[config.mk]
export PLATFORM = sky130hd
export DESIGN_NAME = indicator_ctrl
export DESIGN_NICKNAME = d
export VERILOG_FILES = /design/src/hdl/indicator_pkg.sv /design/src/hdl/indicator_ctrl.sv
export SDC_FILE = /design/constraint.sdc
export NUM_CORES = 1
export LEC_CHECK = 0
export BUFFER_PORTS_ARGS = -buffer_cell sky130_fd_sc_hd__buf_2
export CORE_ASPECT_RATIO = 1.2
export CORE_MARGIN = 3
export CORE_UTILIZATION = 60
export DETAILED_ROUTE_END_ITERATION = 12
export GPL_ROUTABILITY_DRIVEN = 0
export PLACE_DENSITY = 0.89
export SYNTH_ARGS = -nofsm -noshare
export SYNTH_HDL_FRONTEND = slang
export SYNTH_SLANG_ARGS = --single-unit
[constraint.sdc]
create_clock -name aclk -period 4.5 [get_ports aclk]
set_clock_uncertainty 0.15 [all_clocks]
set_input_delay 0.675 -clock aclk [delete_from_list [all_inputs] [get_ports aclk]]
set_output_delay 0.675 -clock aclk [all_outputs]
set_load 0.005 [all_outputs]
[src/hdl/indicator_pkg.sv]
package indicator_pkg;

  // ---------------------------------------------------------------------------
  // Register byte offsets
  // ---------------------------------------------------------------------------
  localparam logic [7:0] OFS_STATE = 8'h00;
  localparam logic [7:0] OFS_MODE = 8'h04;
  localparam logic [7:0] OFS_RESP = 8'h08;
  localparam logic [7:0] OFS_ERROR = 8'h0c;
  localparam logic [7:0] OFS_CHANGE = 8'h10;
  localparam logic [7:0] OFS_BEAMS = 8'h14;
  localparam logic [7:0] OFS_INDIC = 8'h18;
  localparam logic [7:0] OFS_INT_STAT = 8'h1c;
  localparam logic [7:0] OFS_INT_MASK = 8'h20;

  // ---------------------------------------------------------------------------
  // Field positions of the state register
  // ---------------------------------------------------------------------------
  localparam int ST_SAFE_ON = 0;
  localparam int ST_WEAK = 1;
  localparam int ST_RI_ACTIVE = 2;
  localparam int ST_RI_LOCKED = 3;
  localparam int ST_FIELD_CLEAR = 4;
  localparam int ST_LINKED_OK = 5;
  localparam int ST_UPSTREAM_OPEN = 6;
  localparam int ST_TAUGHT = 7;
  localparam int ST_MUTING = 8;
  localparam int ST_TEACH = 9;
  localparam int ST_MUTE_RESTART = 10;
  localparam int ST_OVERRIDE = 11;
  localparam int ST_ALIGNED = 12;

  // Interrupt bits: recovery, alignment entered, alignment left, error latched.
  localparam int EV_RECOVERY = 0;
  localparam int EV_ALIGN_IN = 1;
  localparam int EV_ALIGN_OUT = 2;
  localparam int EV_ERROR = 3;

  // ---------------------------------------------------------------------------
  // Reset values and error classes
  // ---------------------------------------------------------------------------
  localparam logic [2:0] MODE_RST = 3'h1;
  localparam logic [1:0] CLASS_NONE = 2'h0;
  localparam logic [1:0] CLASS_F = 2'h1;
  localparam logic [1:0] CLASS_E = 2'h2;
  localparam logic [1:0] CLASS_U = 2'h3;

  // ---------------------------------------------------------------------------
  // Timing: one prescaler tick of 1 ms, all indicator timers count ticks
  // ---------------------------------------------------------------------------
  localparam int CLK_PERIOD_NS = 20;
  localparam int TICK_NS = 1000000;
  localparam int TICK_CYCLES = TICK_NS / CLK_PERIOD_NS;
  localparam logic [9:0] SLOW_PERIOD_MS = 10'd1000;
  localparam logic [9:0] SLOW_ON_MS = 10'd500;
  localparam logic [9:0] SHORT_ON_MS = 10'd100;
  localparam logic [5:0] FAST_HALF_MS = 6'd50;
  localparam logic [9:0] STEP_MS = 10'd1000;
  localparam logic [9:0] CHG_PERIOD_MS = 10'd500;
  localparam logic [9:0] CHG_ON_MS = 10'd250;
  localparam logic [12:0] ALIGN_MS = 13'd5000;
  localparam logic [13:0] RECOVER_MS = 14'd10000;

  // ---------------------------------------------------------------------------
  // Segment patterns, bit order g f e d c b a
  // ---------------------------------------------------------------------------
  localparam logic [6:0] SEG_0 = 7'h3f;
  localparam logic [6:0] SEG_1 = 7'h06;
  localparam logic [6:0] SEG_2 = 7'h5b;
  localparam logic [6:0] SEG_3 = 7'h4f;
  localparam logic [6:0] SEG_4 = 7'h66;
  localparam logic [6:0] SEG_5 = 7'h6d;
  localparam logic [6:0] SEG_6 = 7'h7d;
  localparam logic [6:0] SEG_7 = 7'h07;
  localparam logic [6:0] SEG_8 = 7'h7f;
  localparam logic [6:0] SEG_9 = 7'h6f;
  localparam logic [6:0] SEG_T = 7'h78;
  localparam logic [6:0] SEG_F = 7'h71;
  localparam logic [6:0] SEG_E = 7'h79;
  localparam logic [6:0] SEG_U = 7'h3e;
  localparam logic [6:0] SEG_OFF = 7'h00;

  typedef enum logic [2:0] {BOOT_TEST, BOOT_T, BOOT_TENS, BOOT_ONES, BOOT_DONE} boot_t;

endpackage : indicator_pkg
[src/hdl/indicator_ctrl.sv]
`timescale 1ns/1ps
// Contract
// - Status LED dark unpowered, red while outputs off, red 1 Hz on external error.
// - Internal error flashes the status LED red at 10 Hz.
// - Outputs on: solid green, or green 1 Hz when the signal is weak.
// - Yellow lit when interlock locked, field clear and linked sensor enabled.
// - Yellow dark when interlock off, released, or locked with field interrupted.
// - Yellow flashes while upstream circuit open; one or two flashes on changeover.
// - Blue dark with no special function, lit once blanking is taught.
// - Blue slow flash when muting; short flash for teach, muting restart, override.
// - Display shows the operating mode number one to six in normal operation.
// - Display rotated half a turn in modes four and six.
// - After power-up show eight, then t and two response time digits.
// - Errors show class letter F, E or U then the code, cyclically.
// - Non-locking errors recover automatically after ten seconds, never releasing outputs.
// - A blocking error stays locked until power is removed.
// - Alignment mode five seconds after field interruption or while unaligned.
// - Top, middle and bottom segments stand for upper, middle, lower beam thirds.
// - Segment lit when all clear, flashing when some clear, dark when none.
// - After five seconds clear field, display returns to the operating mode.
module indicator_ctrl
  import indicator_pkg::*;
#(
  parameter int TICK_CYC = TICK_CYCLES
) (
  input wire logic aclk, // System clock, 50 MHz.
  input wire logic aresetn, // Synchronous reset, active low.
  input wire logic awvalid, // Write address valid.
  output logic awready, // Write address ready.
  input wire logic [7:0] awaddr, // Write byte address.
  input wire logic wvalid, // Write data valid.
  output logic wready, // Write data ready.
  input wire logic [31:0] wdata, // Write data.
  input wire logic [3:0] wstrb, // Write byte strobes.
  output logic bvalid, // Write response valid.
  input wire logic bready, // Write response ready.
  output logic [1:0] bresp, // Write response code.
  input wire logic arvalid, // Read address valid.
  output logic arready, // Read address ready.
  input wire logic [7:0] araddr, // Read byte address.
  output logic rvalid, // Read data valid.
  input wire logic rready, // Read data ready.
  output logic [31:0] rdata, // Read data.
  output logic [1:0] rresp, // Read response code.
  output logic led_red, // Status LED red element.
  output logic led_green, // Status LED green element.
  output logic led_yellow, // Interlock LED.
  output logic led_blue, // Special function LED.
  output logic [6:0] seg, // Display segments g to a, high lit.
  output logic automatic_error_recovery, // One-cycle recovery pulse.
  output logic irq // Level interrupt.
);

  // ---------------------------------------------------------------------------
  // State
  // ---------------------------------------------------------------------------
  typedef struct packed {
    logic aw_have;
    logic w_have;
    logic [7:0] awaddr;
    logic [31:0] wdata;
    logic [3:0] wstrb;
    logic bvalid;
    logic [1:0] bresp;
    logic rvalid;
    logic [1:0] rresp;
    logic [31:0] rdata;
    logic [12:0] state;
    logic [2:0] mode;
    logic [7:0] resp;
    logic [1:0] err_class;
    logic [7:0] err_code;
    logic err_block;
    logic [1:0] chg_left;
    logic [9:0] chg_cnt;
    logic [5:0] beams;
    logic [3:0] int_stat;
    logic [3:0] int_mask;
    logic [31:0] pre_cnt;
    logic tick;
    logic [9:0] blink_cnt;
    logic [5:0] fast_cnt;
    logic fast_ph;
    boot_t boot;
    logic [9:0] boot_cnt;
    logic [13:0] err_cnt;
    logic [1:0] err_step;
    logic [9:0] step_cnt;
    logic [12:0] int_cnt;
    logic [12:0] clr_cnt;
    logic align;
    logic led_red;
    logic led_green;
    logic led_yellow;
    logic led_blue;
    logic [6:0] seg;
    logic recov;
  } st_t;

  st_t s_r;
  st_t s_nxt;

  // ---------------------------------------------------------------------------
  // Helpers
  // ---------------------------------------------------------------------------
  function automatic logic [31:0] wmerge(input logic [31:0] old, input logic [31:0] d,
                                         input logic [3:0] be);
    logic [31:0] r;
    r = old;
    for (int i = 0; i < 4; i++) begin
      if (be[i]) begin
        r[i*8 +: 8] = d[i*8 +: 8];
      end
    end
    return r;
  endfunction : wmerge

  function automatic logic [6:0] digit_seg(input logic [3:0] d);
    case (d)
      4'h0: digit_seg = SEG_0;
      4'h1: digit_seg = SEG_1;
      4'h2: digit_seg = SEG_2;
      4'h3: digit_seg = SEG_3;
      4'h4: digit_seg = SEG_4;
      4'h5: digit_seg = SEG_5;
      4'h6: digit_seg = SEG_6;
      4'h7: digit_seg = SEG_7;
      4'h8: digit_seg = SEG_8;
      4'h9: digit_seg = SEG_9;
      default: digit_seg = SEG_OFF;
    endcase
  endfunction : digit_seg

  // Beam area pair is {all clear, any clear}.
  function automatic logic beam_seg(input logic [1:0] b, input logic ph);
    beam_seg = b[1] ? 1'b1 : (b[0] ? ph : 1'b0);
  endfunction : beam_seg

  // Half-turn rotation swaps a with d, b with e, c with f.
  function automatic logic [6:0] rot180(input logic [6:0] x);
    rot180 = {x[6], x[2], x[1], x[0], x[5], x[4], x[3]};
  endfunction : rot180

  // ---------------------------------------------------------------------------
  // Bus handshakes, combinational from state
  // ---------------------------------------------------------------------------
  assign awready = !s_r.aw_have && !s_r.bvalid;
  assign wready = !s_r.w_have && !s_r.bvalid;
  assign arready = !s_r.rvalid;
  assign bvalid = s_r.bvalid;
  assign bresp = s_r.bresp;
  assign rvalid = s_r.rvalid;
  assign rdata = s_r.rdata;
  assign rresp = s_r.rresp;
  assign led_red = s_r.led_red;
  assign led_green = s_r.led_green;
  assign led_yellow = s_r.led_yellow;
  assign led_blue = s_r.led_blue;
  assign seg = s_r.seg;
  assign automatic_error_recovery = s_r.recov;
  assign irq = |(s_r.int_stat & s_r.int_mask);

  logic aw_fire;
  logic w_fire;
  logic wr_go;
  logic [7:0] wr_addr;
  logic [31:0] wr_data;
  logic [3:0] wr_be;
  logic [31:0] mg;
  logic [3:0] ev;
  logic [3:0] w1c;
  logic slow_on;
  logic short_on;
  logic st_f;
  logic st_e;
  logic [6:0] logic_seg;

  // ---------------------------------------------------------------------------
  // Next state
  // ---------------------------------------------------------------------------
  always_comb begin
    s_nxt = s_r;
    s_nxt.tick = 1'b0;
    s_nxt.recov = 1'b0;
    ev = 4'h0;
    w1c = 4'h0;
    mg = 32'h0;
    logic_seg = SEG_OFF;
    aw_fire = awvalid && awready;
    w_fire = wvalid && wready;
    wr_addr = s_r.aw_have ? s_r.awaddr : awaddr;
    wr_data = s_r.w_have ? s_r.wdata : wdata;
    wr_be = s_r.w_have ? s_r.wstrb : wstrb;
    wr_go = (s_r.aw_have || aw_fire) && (s_r.w_have || w_fire);
    slow_on = s_r.blink_cnt < SLOW_ON_MS;
    short_on = s_r.blink_cnt < SHORT_ON_MS;
    st_f = s_r.err_class == CLASS_F;
    st_e = (s_r.err_class == CLASS_E) || (s_r.err_class == CLASS_U);

    // One prescaler feeds every flash rate and timer.
    if (s_r.pre_cnt == 32'(TICK_CYC - 1)) begin
      s_nxt.pre_cnt = 32'h0;
      s_nxt.tick = 1'b1;
    end else begin
      s_nxt.pre_cnt = s_r.pre_cnt + 32'h1;
    end
    if (s_r.tick) begin
      s_nxt.blink_cnt = (s_r.blink_cnt == SLOW_PERIOD_MS - 10'd1) ? 10'h0 : s_r.blink_cnt + 10'd1;
      if (s_r.fast_cnt == FAST_HALF_MS - 6'd1) begin
        s_nxt.fast_cnt = 6'h0;
        s_nxt.fast_ph = !s_r.fast_ph;
      end else begin
        s_nxt.fast_cnt = s_r.fast_cnt + 6'd1;
      end
    end

    // Power-up sequence: eight, then t, tens and ones, one step each.
    if (s_r.tick && s_r.boot != BOOT_DONE) begin
      if (s_r.boot_cnt == STEP_MS - 10'd1) begin
        s_nxt.boot_cnt = 10'h0;
        case (s_r.boot)
          BOOT_TEST: s_nxt.boot = BOOT_T;
          BOOT_T: s_nxt.boot = BOOT_TENS;
          BOOT_TENS: s_nxt.boot = BOOT_ONES;
          default: s_nxt.boot = BOOT_DONE;
        endcase
      end else begin
        s_nxt.boot_cnt = s_r.boot_cnt + 10'd1;
      end
    end

    // Error display cycle and automatic recovery of non-locking errors.
    if (s_r.tick && s_r.err_class != CLASS_NONE) begin
      if (s_r.step_cnt == STEP_MS - 10'd1) begin
        s_nxt.step_cnt = 10'h0;
        s_nxt.err_step = s_r.err_step + 2'd1;
      end else begin
        s_nxt.step_cnt = s_r.step_cnt + 10'd1;
      end
      // Recovery only clears the indication; the outputs still wait for a restart.
      if (!s_r.err_block) begin
        if (s_r.err_cnt == RECOVER_MS - 14'd1) begin
          s_nxt.err_class = CLASS_NONE;
          s_nxt.err_code = 8'h0;
          s_nxt.err_cnt = 14'h0;
          s_nxt.recov = 1'b1;
          ev[EV_RECOVERY] = 1'b1;
        end else begin
          s_nxt.err_cnt = s_r.err_cnt + 14'd1;
        end
      end
    end

    // Field timers; each saturates at the alignment threshold.
    if (s_r.state[ST_FIELD_CLEAR]) begin
      s_nxt.int_cnt = 13'h0;
      if (s_r.tick && s_r.clr_cnt < ALIGN_MS) begin
        s_nxt.clr_cnt = s_r.clr_cnt + 13'd1;
      end
    end else begin
      s_nxt.clr_cnt = 13'h0;
      if (s_r.tick && s_r.int_cnt < ALIGN_MS) begin
        s_nxt.int_cnt = s_r.int_cnt + 13'd1;
      end
    end
    if (!s_r.state[ST_ALIGNED] || s_r.int_cnt >= ALIGN_MS) begin
      s_nxt.align = 1'b1;
    end else if (s_r.clr_cnt >= ALIGN_MS) begin
      s_nxt.align = 1'b0;
    end
    ev[EV_ALIGN_IN] = s_nxt.align && !s_r.align;
    ev[EV_ALIGN_OUT] = !s_nxt.align && s_r.align;

    // Changeover flashes count down one per period.
    if (s_r.tick && s_r.chg_left != 2'h0) begin
      if (s_r.chg_cnt == CHG_PERIOD_MS - 10'd1) begin
        s_nxt.chg_cnt = 10'h0;
        s_nxt.chg_left = s_r.chg_left - 2'd1;
      end else begin
        s_nxt.chg_cnt = s_r.chg_cnt + 10'd1;
      end
    end

    // Write channel: address and data are taken in either order.
    if (aw_fire && !wr_go) begin
      s_nxt.aw_have = 1'b1;
      s_nxt.awaddr = awaddr;
    end
    if (w_fire && !wr_go) begin
      s_nxt.w_have = 1'b1;
      s_nxt.wdata = wdata;
      s_nxt.wstrb = wstrb;
    end
    if (s_r.bvalid && bready) begin
      s_nxt.bvalid = 1'b0;
    end
    if (wr_go) begin
      s_nxt.aw_have = 1'b0;
      s_nxt.w_have = 1'b0;
      s_nxt.bvalid = 1'b1;
      s_nxt.bresp = 2'b00;
      case (wr_addr)
        OFS_STATE: begin
          mg = wmerge({19'h0, s_r.state}, wr_data, wr_be);
          s_nxt.state = mg[12:0];
        end
        OFS_MODE: begin
          mg = wmerge({29'h0, s_r.mode}, wr_data, wr_be);
          // Mode values outside one to six are ignored.
          if (mg[2:0] >= 3'd1 && mg[2:0] <= 3'd6) begin
            s_nxt.mode = mg[2:0];
          end
        end
        OFS_RESP: begin
          mg = wmerge({24'h0, s_r.resp}, wr_data, wr_be);
          s_nxt.resp = mg[7:0];
        end
        OFS_ERROR: begin
          mg = wmerge({19'h0, s_r.err_block, s_r.err_code, 2'h0, s_r.err_class}, wr_data, wr_be);
          // A latched blocking error ignores software; only reset clears it.
          if (!s_r.err_block) begin
            s_nxt.err_class = mg[1:0];
            s_nxt.err_code = mg[11:4];
            s_nxt.err_block = mg[12] && (mg[1:0] != CLASS_NONE);
            s_nxt.err_cnt = 14'h0;
            s_nxt.err_step = 2'h0;
            s_nxt.step_cnt = 10'h0;
            ev[EV_ERROR] = mg[1:0] != CLASS_NONE;
          end
        end
        OFS_CHANGE: begin
          if (wr_be[0] && wr_data[1:0] != 2'h0) begin
            s_nxt.chg_left = (wr_data[1:0] == 2'h3) ? 2'h2 : wr_data[1:0];
            s_nxt.chg_cnt = 10'h0;
          end
        end
        OFS_BEAMS: begin
          mg = wmerge({26'h0, s_r.beams}, wr_data, wr_be);
          s_nxt.beams = mg[5:0];
        end
        OFS_INT_STAT: w1c = wr_be[0] ? wr_data[3:0] : 4'h0;
        OFS_INT_MASK: begin
          mg = wmerge({28'h0, s_r.int_mask}, wr_data, wr_be);
          s_nxt.int_mask = mg[3:0];
        end
        OFS_INDIC: s_nxt.bresp = 2'b00;
        default: s_nxt.bresp = 2'b10;
      endcase
    end
    // A new event wins over a clear in the same cycle.
    s_nxt.int_stat = (s_r.int_stat & ~w1c) | ev;

    // Read channel.
    if (s_r.rvalid && rready) begin
      s_nxt.rvalid = 1'b0;
    end
    if (arvalid && arready) begin
      s_nxt.rvalid = 1'b1;
      s_nxt.rresp = 2'b00;
      case (araddr)
        OFS_STATE: s_nxt.rdata = {19'h0, s_r.state};
        OFS_MODE: s_nxt.rdata = {29'h0, s_r.mode};
        OFS_RESP: s_nxt.rdata = {24'h0, s_r.resp};
        OFS_ERROR: s_nxt.rdata = {19'h0, s_r.err_block, s_r.err_code, 2'h0, s_r.err_class};
        OFS_CHANGE: s_nxt.rdata = {30'h0, s_r.chg_left};
        OFS_BEAMS: s_nxt.rdata = {26'h0, s_r.beams};
        OFS_INDIC: s_nxt.rdata = {19'h0, s_r.seg, s_r.led_red, s_r.led_green, s_r.led_yellow,
                                  s_r.led_blue, s_r.align, s_r.boot == BOOT_DONE};
        OFS_INT_STAT: s_nxt.rdata = {28'h0, s_r.int_stat};
        OFS_INT_MASK: s_nxt.rdata = {28'h0, s_r.int_mask};
        default: begin
          s_nxt.rdata = 32'h0;
          s_nxt.rresp = 2'b10;
        end
      endcase
    end

    // Status LED: internal error over external error over output state.
    s_nxt.led_red = 1'b0;
    s_nxt.led_green = 1'b0;
    if (st_f) begin
      s_nxt.led_red = s_r.fast_ph;
    end else if (st_e) begin
      s_nxt.led_red = slow_on;
    end else if (!s_r.state[ST_SAFE_ON]) begin
      s_nxt.led_red = 1'b1;
    end else begin
      s_nxt.led_green = s_r.state[ST_WEAK] ? slow_on : 1'b1;
    end

    // Interlock LED.
    if (s_r.state[ST_UPSTREAM_OPEN]) begin
      s_nxt.led_yellow = slow_on;
    end else if (s_r.chg_left != 2'h0) begin
      s_nxt.led_yellow = s_r.chg_cnt < CHG_ON_MS;
    end else begin
      s_nxt.led_yellow = s_r.state[ST_RI_ACTIVE] && s_r.state[ST_RI_LOCKED] &&
                         s_r.state[ST_FIELD_CLEAR] && s_r.state[ST_LINKED_OK];
    end

    // Special function LED.
    if (s_r.state[ST_TEACH] || s_r.state[ST_MUTE_RESTART] || s_r.state[ST_OVERRIDE]) begin
      s_nxt.led_blue = short_on;
    end else if (s_r.state[ST_MUTING]) begin
      s_nxt.led_blue = slow_on;
    end else begin
      s_nxt.led_blue = s_r.state[ST_TAUGHT];
    end

    // Display content by priority: power-up, error, alignment, mode.
    case (s_r.boot)
      BOOT_TEST: logic_seg = SEG_8;
      BOOT_T: logic_seg = SEG_T;
      BOOT_TENS: logic_seg = digit_seg(s_r.resp[7:4]);
      BOOT_ONES: logic_seg = digit_seg(s_r.resp[3:0]);
      default: begin
        if (s_r.err_class != CLASS_NONE) begin
          case (s_r.err_step)
            2'd0: logic_seg = st_f ? SEG_F : (s_r.err_class == CLASS_E ? SEG_E : SEG_U);
            2'd1: logic_seg = digit_seg(s_r.err_code[7:4]);
            2'd2: logic_seg = digit_seg(s_r.err_code[3:0]);
            default: logic_seg = SEG_OFF;
          endcase
        end else if (s_r.align) begin
          logic_seg = {beam_seg(s_r.beams[3:2], slow_on), 2'b00,
                       beam_seg(s_r.beams[1:0], slow_on), 2'b00,
                       beam_seg(s_r.beams[5:4], slow_on)};
        end else begin
          logic_seg = digit_seg({1'b0, s_r.mode});
        end
      end
    endcase
    s_nxt.seg = (s_r.mode == 3'd4 || s_r.mode == 3'd6) ? rot180(logic_seg) : logic_seg;
  end

  // ---------------------------------------------------------------------------
  // Registers
  // ---------------------------------------------------------------------------
  always_ff @(posedge aclk) begin
    if (!aresetn) begin
      s_r <= '0;
      s_r.mode <= MODE_RST;
    end else begin
      s_r <= s_nxt;
    end
  end
endmodule : indicator_ctrl

After elaboration in Yosys (flattened, before gate mapping)
Memories as Yosys holds them, arrays and structs flattened. A register that Yosys moved wholly into a read port is not among the register bits.
Index checks and enable logic that the tools add are counted.
{"block": "classes", "n_addsub": 11, "multipliers": 0, "n_div": 0, "n_lt_le_gt_ge": 9, "eq_ne": 38, "shift": 0, "n_mux": 88, "bitwise": 6, "n_reduce_logical": 66}
{"operator": "one-hot mux 13 bit (9 select lines)", "n": 1}
{"operator": "two-way mux 26 bit", "n": 4}
{"operator": "two-way mux 10 bit", "n": 7}
{"operator": "equality test 8 x 5 -> 1 bit, second input constant", "n": 8}
{"operator": "two-way mux 4 bit", "n": 11}
{"operator": "adder 10 x 1 -> 10 bit, second input constant", "n": 4}
{"operator": "two-way mux 12 bit", "n": 3}
{"operator": "two-way mux 35 bit", "n": 1}
{"operator": "adder 32 x 1 -> 32 bit, second input constant", "n": 1}
{"operator": "equality test 32 x 16 -> 1 bit, second input constant", "n": 1}
{"operator": "equality test 8 x 4 -> 1 bit, second input constant", "n": 4}
{"operator": "two-way mux 8 bit", "n": 4}
{"operator": "equality test 10 bit, second input constant", "n": 3}
{"operator": "two-way mux 29 bit", "n": 1}
{"operator": "two-way mux 14 bit", "n": 2}
{"operator": "two-way mux 7 bit", "n": 4}
{"operator": "one-hot mux 7 bit (4 select lines)", "n": 1}
{"operator": "adder 13 x 1 -> 13 bit, second input constant", "n": 2}
{"operator": ">= comparator 13 bit, second input constant", "n": 2}
{"operator": "< comparator 13 bit, second input constant", "n": 2}
{"operator": "two-way mux 1 bit", "n": 25}
{"operator": "two-way mux 6 bit", "n": 4}
{"operator": "logical AND 1 bit", "n": 23}
{"operator": "two-way mux 11 bit", "n": 2}
{"operator": "other kinds (42)", "n": 98}
{"block": "word_totals", "ff_bits": 252, "latch_bits": 0, "ram_bits": 0, "romBits": 504, "in_bits": 59, "output_inout_bits": 54, "word_cells": 265, "n_memories": 5}
{"name": "(name not given)", "words": 16, "word_bits": 7, "rd": 1, "rd_clocked_by_memory_dff": 1, "wr": 0, "line_no": "indicator_ctrl.sv:119", "rtl": "case (d)"}
{"name": "(name not given)", "words": 16, "word_bits": 7, "rd": 1, "rd_clocked_by_memory_dff": 1, "wr": 0, "line_no": "indicator_ctrl.sv:119"}
{"name": "(name not given)", "words": 16, "word_bits": 7, "rd": 1, "rd_clocked_by_memory_dff": 1, "wr": 0, "line_no": "indicator_ctrl.sv:119"}
{"name": "(name not given)", "words": 16, "word_bits": 7, "rd": 1, "rd_clocked_by_memory_dff": 1, "wr": 0, "line_no": "indicator_ctrl.sv:119"}
{"name": "(name not given)", "words": 8, "word_bits": 7, "rd": 1, "rd_clocked_by_memory_dff": 1, "wr": 0, "line_no": "indicator_ctrl.sv:119"}

Longest topological paths before layout
{"block": "depth", "word_depth": 13, "mapped_depth": 12, "mapped_depth_nobuf": 11}

Least setup slack after synthesis
Ideal clock, no wire load.
{"block": "synth_path", "path_kind": "input port to flip-flop", "startpoint": "in awaddr[0]", "endpoint": "reg (tool-made name)", "arrival_time_ps": 3238, "path_slack_ps": 1034, "stages": 11, "path_buffers": 1, "cell_sequence": "or4_1 -> o22ai_1 -> buf_2 -> nand3_2 -> a21oi_4 -> a22oi_2 -> nor2_1 -> inv_1 -> ha_1 -> or4_1 -> o211ai_1"}
{"item": "from (decl)", "line_no": "indicator_ctrl.sv:30", "rtl": "input wire logic [7:0] awaddr,"}

==> run summary <==
The total grt overflow came out at 0. The share of the Yosys chip area taken by registers is approximately two fifths. Across the run, the number of max-cap violations was 0.

The effective utilization at floorplan came out at 62.07%. The wire length of the first global-routing pass came out at 51200 um. The worst slew margin relative to its limit came out at 20.33%.

The most used flip-flop cell after synthesis is dfxtp_1. The final net count is 1667. The worst setup path is captured at a flop. The maximum ir drop on the vdd rail came out at 0.4952 mV.

The synthesized design devotes to its leading area cell type 40.21% of total area. TritonCTS built the clock tree. The ratio of cells with drive above 1 in the final layout came out at 11.02%.

The total number of H-tree levels came out at 1. By area the synthesized netlist is led by dfxtp_1 (40%), nor2_1 (7.8%), mux2i_1 (4.9%). The number of placement rows came out at 58. The global router's overall resource usage is 25.30%. The commonest cells after synthesis are nor2_1 (274), dfxtp_1 (266), nand2_1 (91).

The number of flops mapped to enable cells by yosys came out at 0. The cell sitting at the root of the clock tree is a clkbuf_16. around 110 I/O pins were placed. The routed wire length per instance is ~17 um. The critical path goes through buf_4, or3b_4, a211oi_4, and4_1, a21oi_4, a22oi_2, nor2_1, inv_1, ha_1, or4_1, o211ai_1. The post-cts gate resize count is 0. The most repeated cell in the gate-level netlist after synthesis is nor2_1.

The area of the core came out at 21340 sq um. The register area came out at 5325 sq um. The via total after detailed routing came out at 11250. Fill cells in the final layout number roughly 1600. The final setup slack of the worst path came out at 0.7303 ns.

The area of the die is ~24000 sq um. The post-route clock period utilization is about 84%. The layout-stage area growth over the synthesis result is 9.561%.

The endpoint arrival time on the critical path is 4.07 ns. The placed wire-length estimate came out at ~22000 um. The analysis attributes to cell leakage a power of 5.616 nW. The required time reported for the critical path endpoint came out at 4.80 ns.

In the routed design, unresolved DRC markers number 0. Prior to clock tree synthesis, the placed netlist has a worst setup slack of 0.6206 ns. The worst-case clock buffer depth came out at 3. After clock tree synthesis, the clock-pin slew on the worst setup and hold paths is 0.06 ns. The slowest stage of the critical path belongs to the cell or4_1.

The number of different library cells in the post-synthesis netlist is slightly above 90. Setup violations remaining at the end of the flow were counted as 0. The number of warnings reported in the yosys synthesis log is 0. The register-to-register setup slack came out at 0.73 ns.

The largest driver fanout on the critical path is 21. The first detailed-routing pass ran for 8 iterations. The clock latency at the later pin of the worst-skew pair is around 0.54 ns. Once detail routing completed, the nets flagged for antenna violations numbered 0. The number of design-rule violations left by the first detailed-router iteration is 853. The clock sink count came out at 266. The max-slew violation count is 0.

The y dimension of the die is 168.7 um. The power density normalized to cell area is roughly 350 nW/um^2. The final critical-path required period came out at 3.770 ns.

The die width is around 140 um. The setup fix buffers added after clock tree synthesis is 0. The share of flip-flops with an asynchronous set or reset came out at 0%.

The final-report hold violation count was 0. The area of all placed cells without fillers is 14510 sq um. The post-synthesis cell type with the largest combined area is dfxtp_1. In this design, the stage delay of the slowest critical-path cell is 0.55 ns.

The combined area of the multi-input logic cells is around 7300 sq um. The instance count of the mapped netlist is 1528. The number of port buffers is 70. The source of the critical timing path is s_r[272]$_SDFFE_PP0P_. The setup path with the least slack is of type reg2reg.

The number of diodes added for antenna fixing is 0. Setup repair after global routing left no endpoint under its margin. At the pin with the least slew margin, the transition time is 1.195 ns.

The startpoint identified for the worst register-to-register timing path is s_r[272]$_SDFFE_PP0P_. The highest clock frequency the design can meet is 265.3 MHz. Each instance of the synthesized netlist takes up on average 8.667 sq um. The detail-routed via count per cell is around 6.

The maximum number of pins on one net before global-route repair is 50. The total clock buffers created by CTS is 28. The initial antenna violation count came to 1. STA classifies the critical path startpoint as a flop. Wires add up to 31560 um.

The total negative slack is 0 ns. In this run the worst hold path is classified as in2reg. In this run the cell area measured after placement is 13550 sq um. For the worst flop-to-flop path, the logic depth is 11. The number of global-route vias before repair is 10720. The run finished with clean final reports. Final hold analysis gives a worst-case slack of 0.1759 ns. The count of hold buffers inserted by post-cts repair came out at 0. The synthesized cell area came out at 13240 sq um. The register bit total from synthesis came out at 266.
[worst min path at each step]
stage	start	to	slack, ns	cells past startpoint
6_report	rready	rvalid$_SDFFE_PN0P_	0.18	2
5_1_grt	rready	rvalid$_SDFFE_PN0P_	0.18	2
4_1_cts	rready	rvalid$_SDFFE_PN0P_	0.17	2
3_5_place_dp	s_r[96]$_SDFF_PP0_	s_r[96]$_SDFF_PP0_	0.29	1
3_3_place_gp	s_r[96]$_SDFF_PP0_	s_r[96]$_SDFF_PP0_	0.28	1
2_1_floorplan	s_r[96]$_SDFF_PP0_	s_r[96]$_SDFF_PP0_	0.27	1
[critical path, delay by kind of cell, from the launching register on]
| family | cells | cell delay [ns] |
|---|---|---|
| compound gates | 4 | 0.94 |
| fa+ha+maj | 1 | 0.26 |
| buf+inv | 2 | 0.40 |
| flops | 1 | 0.34 |
| simple gates | 4 | 1.60 |
[placed cells by master (no fill, tap or decap), types with 11 or more instances in the layout]
cell type,synthesis,routed
nor2b_1,18,18
mux2i_1,65,65
a22oi_1,26,26
inv_1,45,44
a211oi_1,22,22
clkbuf_16,0,28
nand2_1,91,91
ha_1,50,50
and3_1,19,19
nand4_1,29,29
dfxtp_1,266,266
xor2_1,59,59
nand3_1,43,43
nor2_1,274,274
buf_4,46,13
or3_1,11,11
and2_1,11,11
xnor2_1,41,41
buf_2,7,70
nor3_1,24,24
conb_1,1,21
o21ai_0,31,31
a21oi_1,77,77
nor4_1,14,14
a31oi_1,15,15
nand2b_1,17,17
[cell families (layout without fill, tap and decap cells)]
logic type / after synthesis / in the layout / synth area share (%)
adder cells (fa/ha/maj): 50 / 50 / 4.724
flip-flops: 266 / 266 / 40.21
XOR/XNOR: 100 / 100 / 6.614
AND/OR/NAND/NOR: 607 / 607 / 22.15
buffers and inverters: 150 / 181 / 5.622
AO/OA/AOI/OAI: 276 / 276 / 14.53
other: 1 / 21 / 0.02832
multiplexers: 78 / 78 / 6.122
[cell type report]
class,instances,area share [%]
tap,270,2.328
clock inverter,8,0.6985
inverter,47,1.225
sequential,266,36.70
multi-input combinational,1132,50.05
clock buffer,43,5.907
timing repair buffer,83,3.087
[metrics by stage]
step / std cells / utilization, % / power (mW)
after floorplan: 1548 / - / 2.662
after global placement: 1798 / 63.51 / 2.726
after detailed placement: 1798 / 63.51 / 2.733
after CTS: 1849 / 68.00 / 5.066
after global routing: 1849 / 68.00 / 5.208
final: 1849 / 68.00 / 5.046
[power by group]
part / internal [mW] / switching (mW)
clock: 1.42 / 0.936
combinational: 0.102 / 0.186
sequential: 2.38 / 0.0206
[metal layers]
metal / global-route usage [%] / part of all wire (%) / vias to the layer above
li1: - / - / 5367
met1: 29.10 / 39 / 5323
met2: 44.78 / 48 / 435
met3: 4.295 / 7.1 / 121
met4: 13.06 / 5.3 / 2
met5: 0 / 0.038 / -
Note: power is estimated with default switching activity, not from simulation.
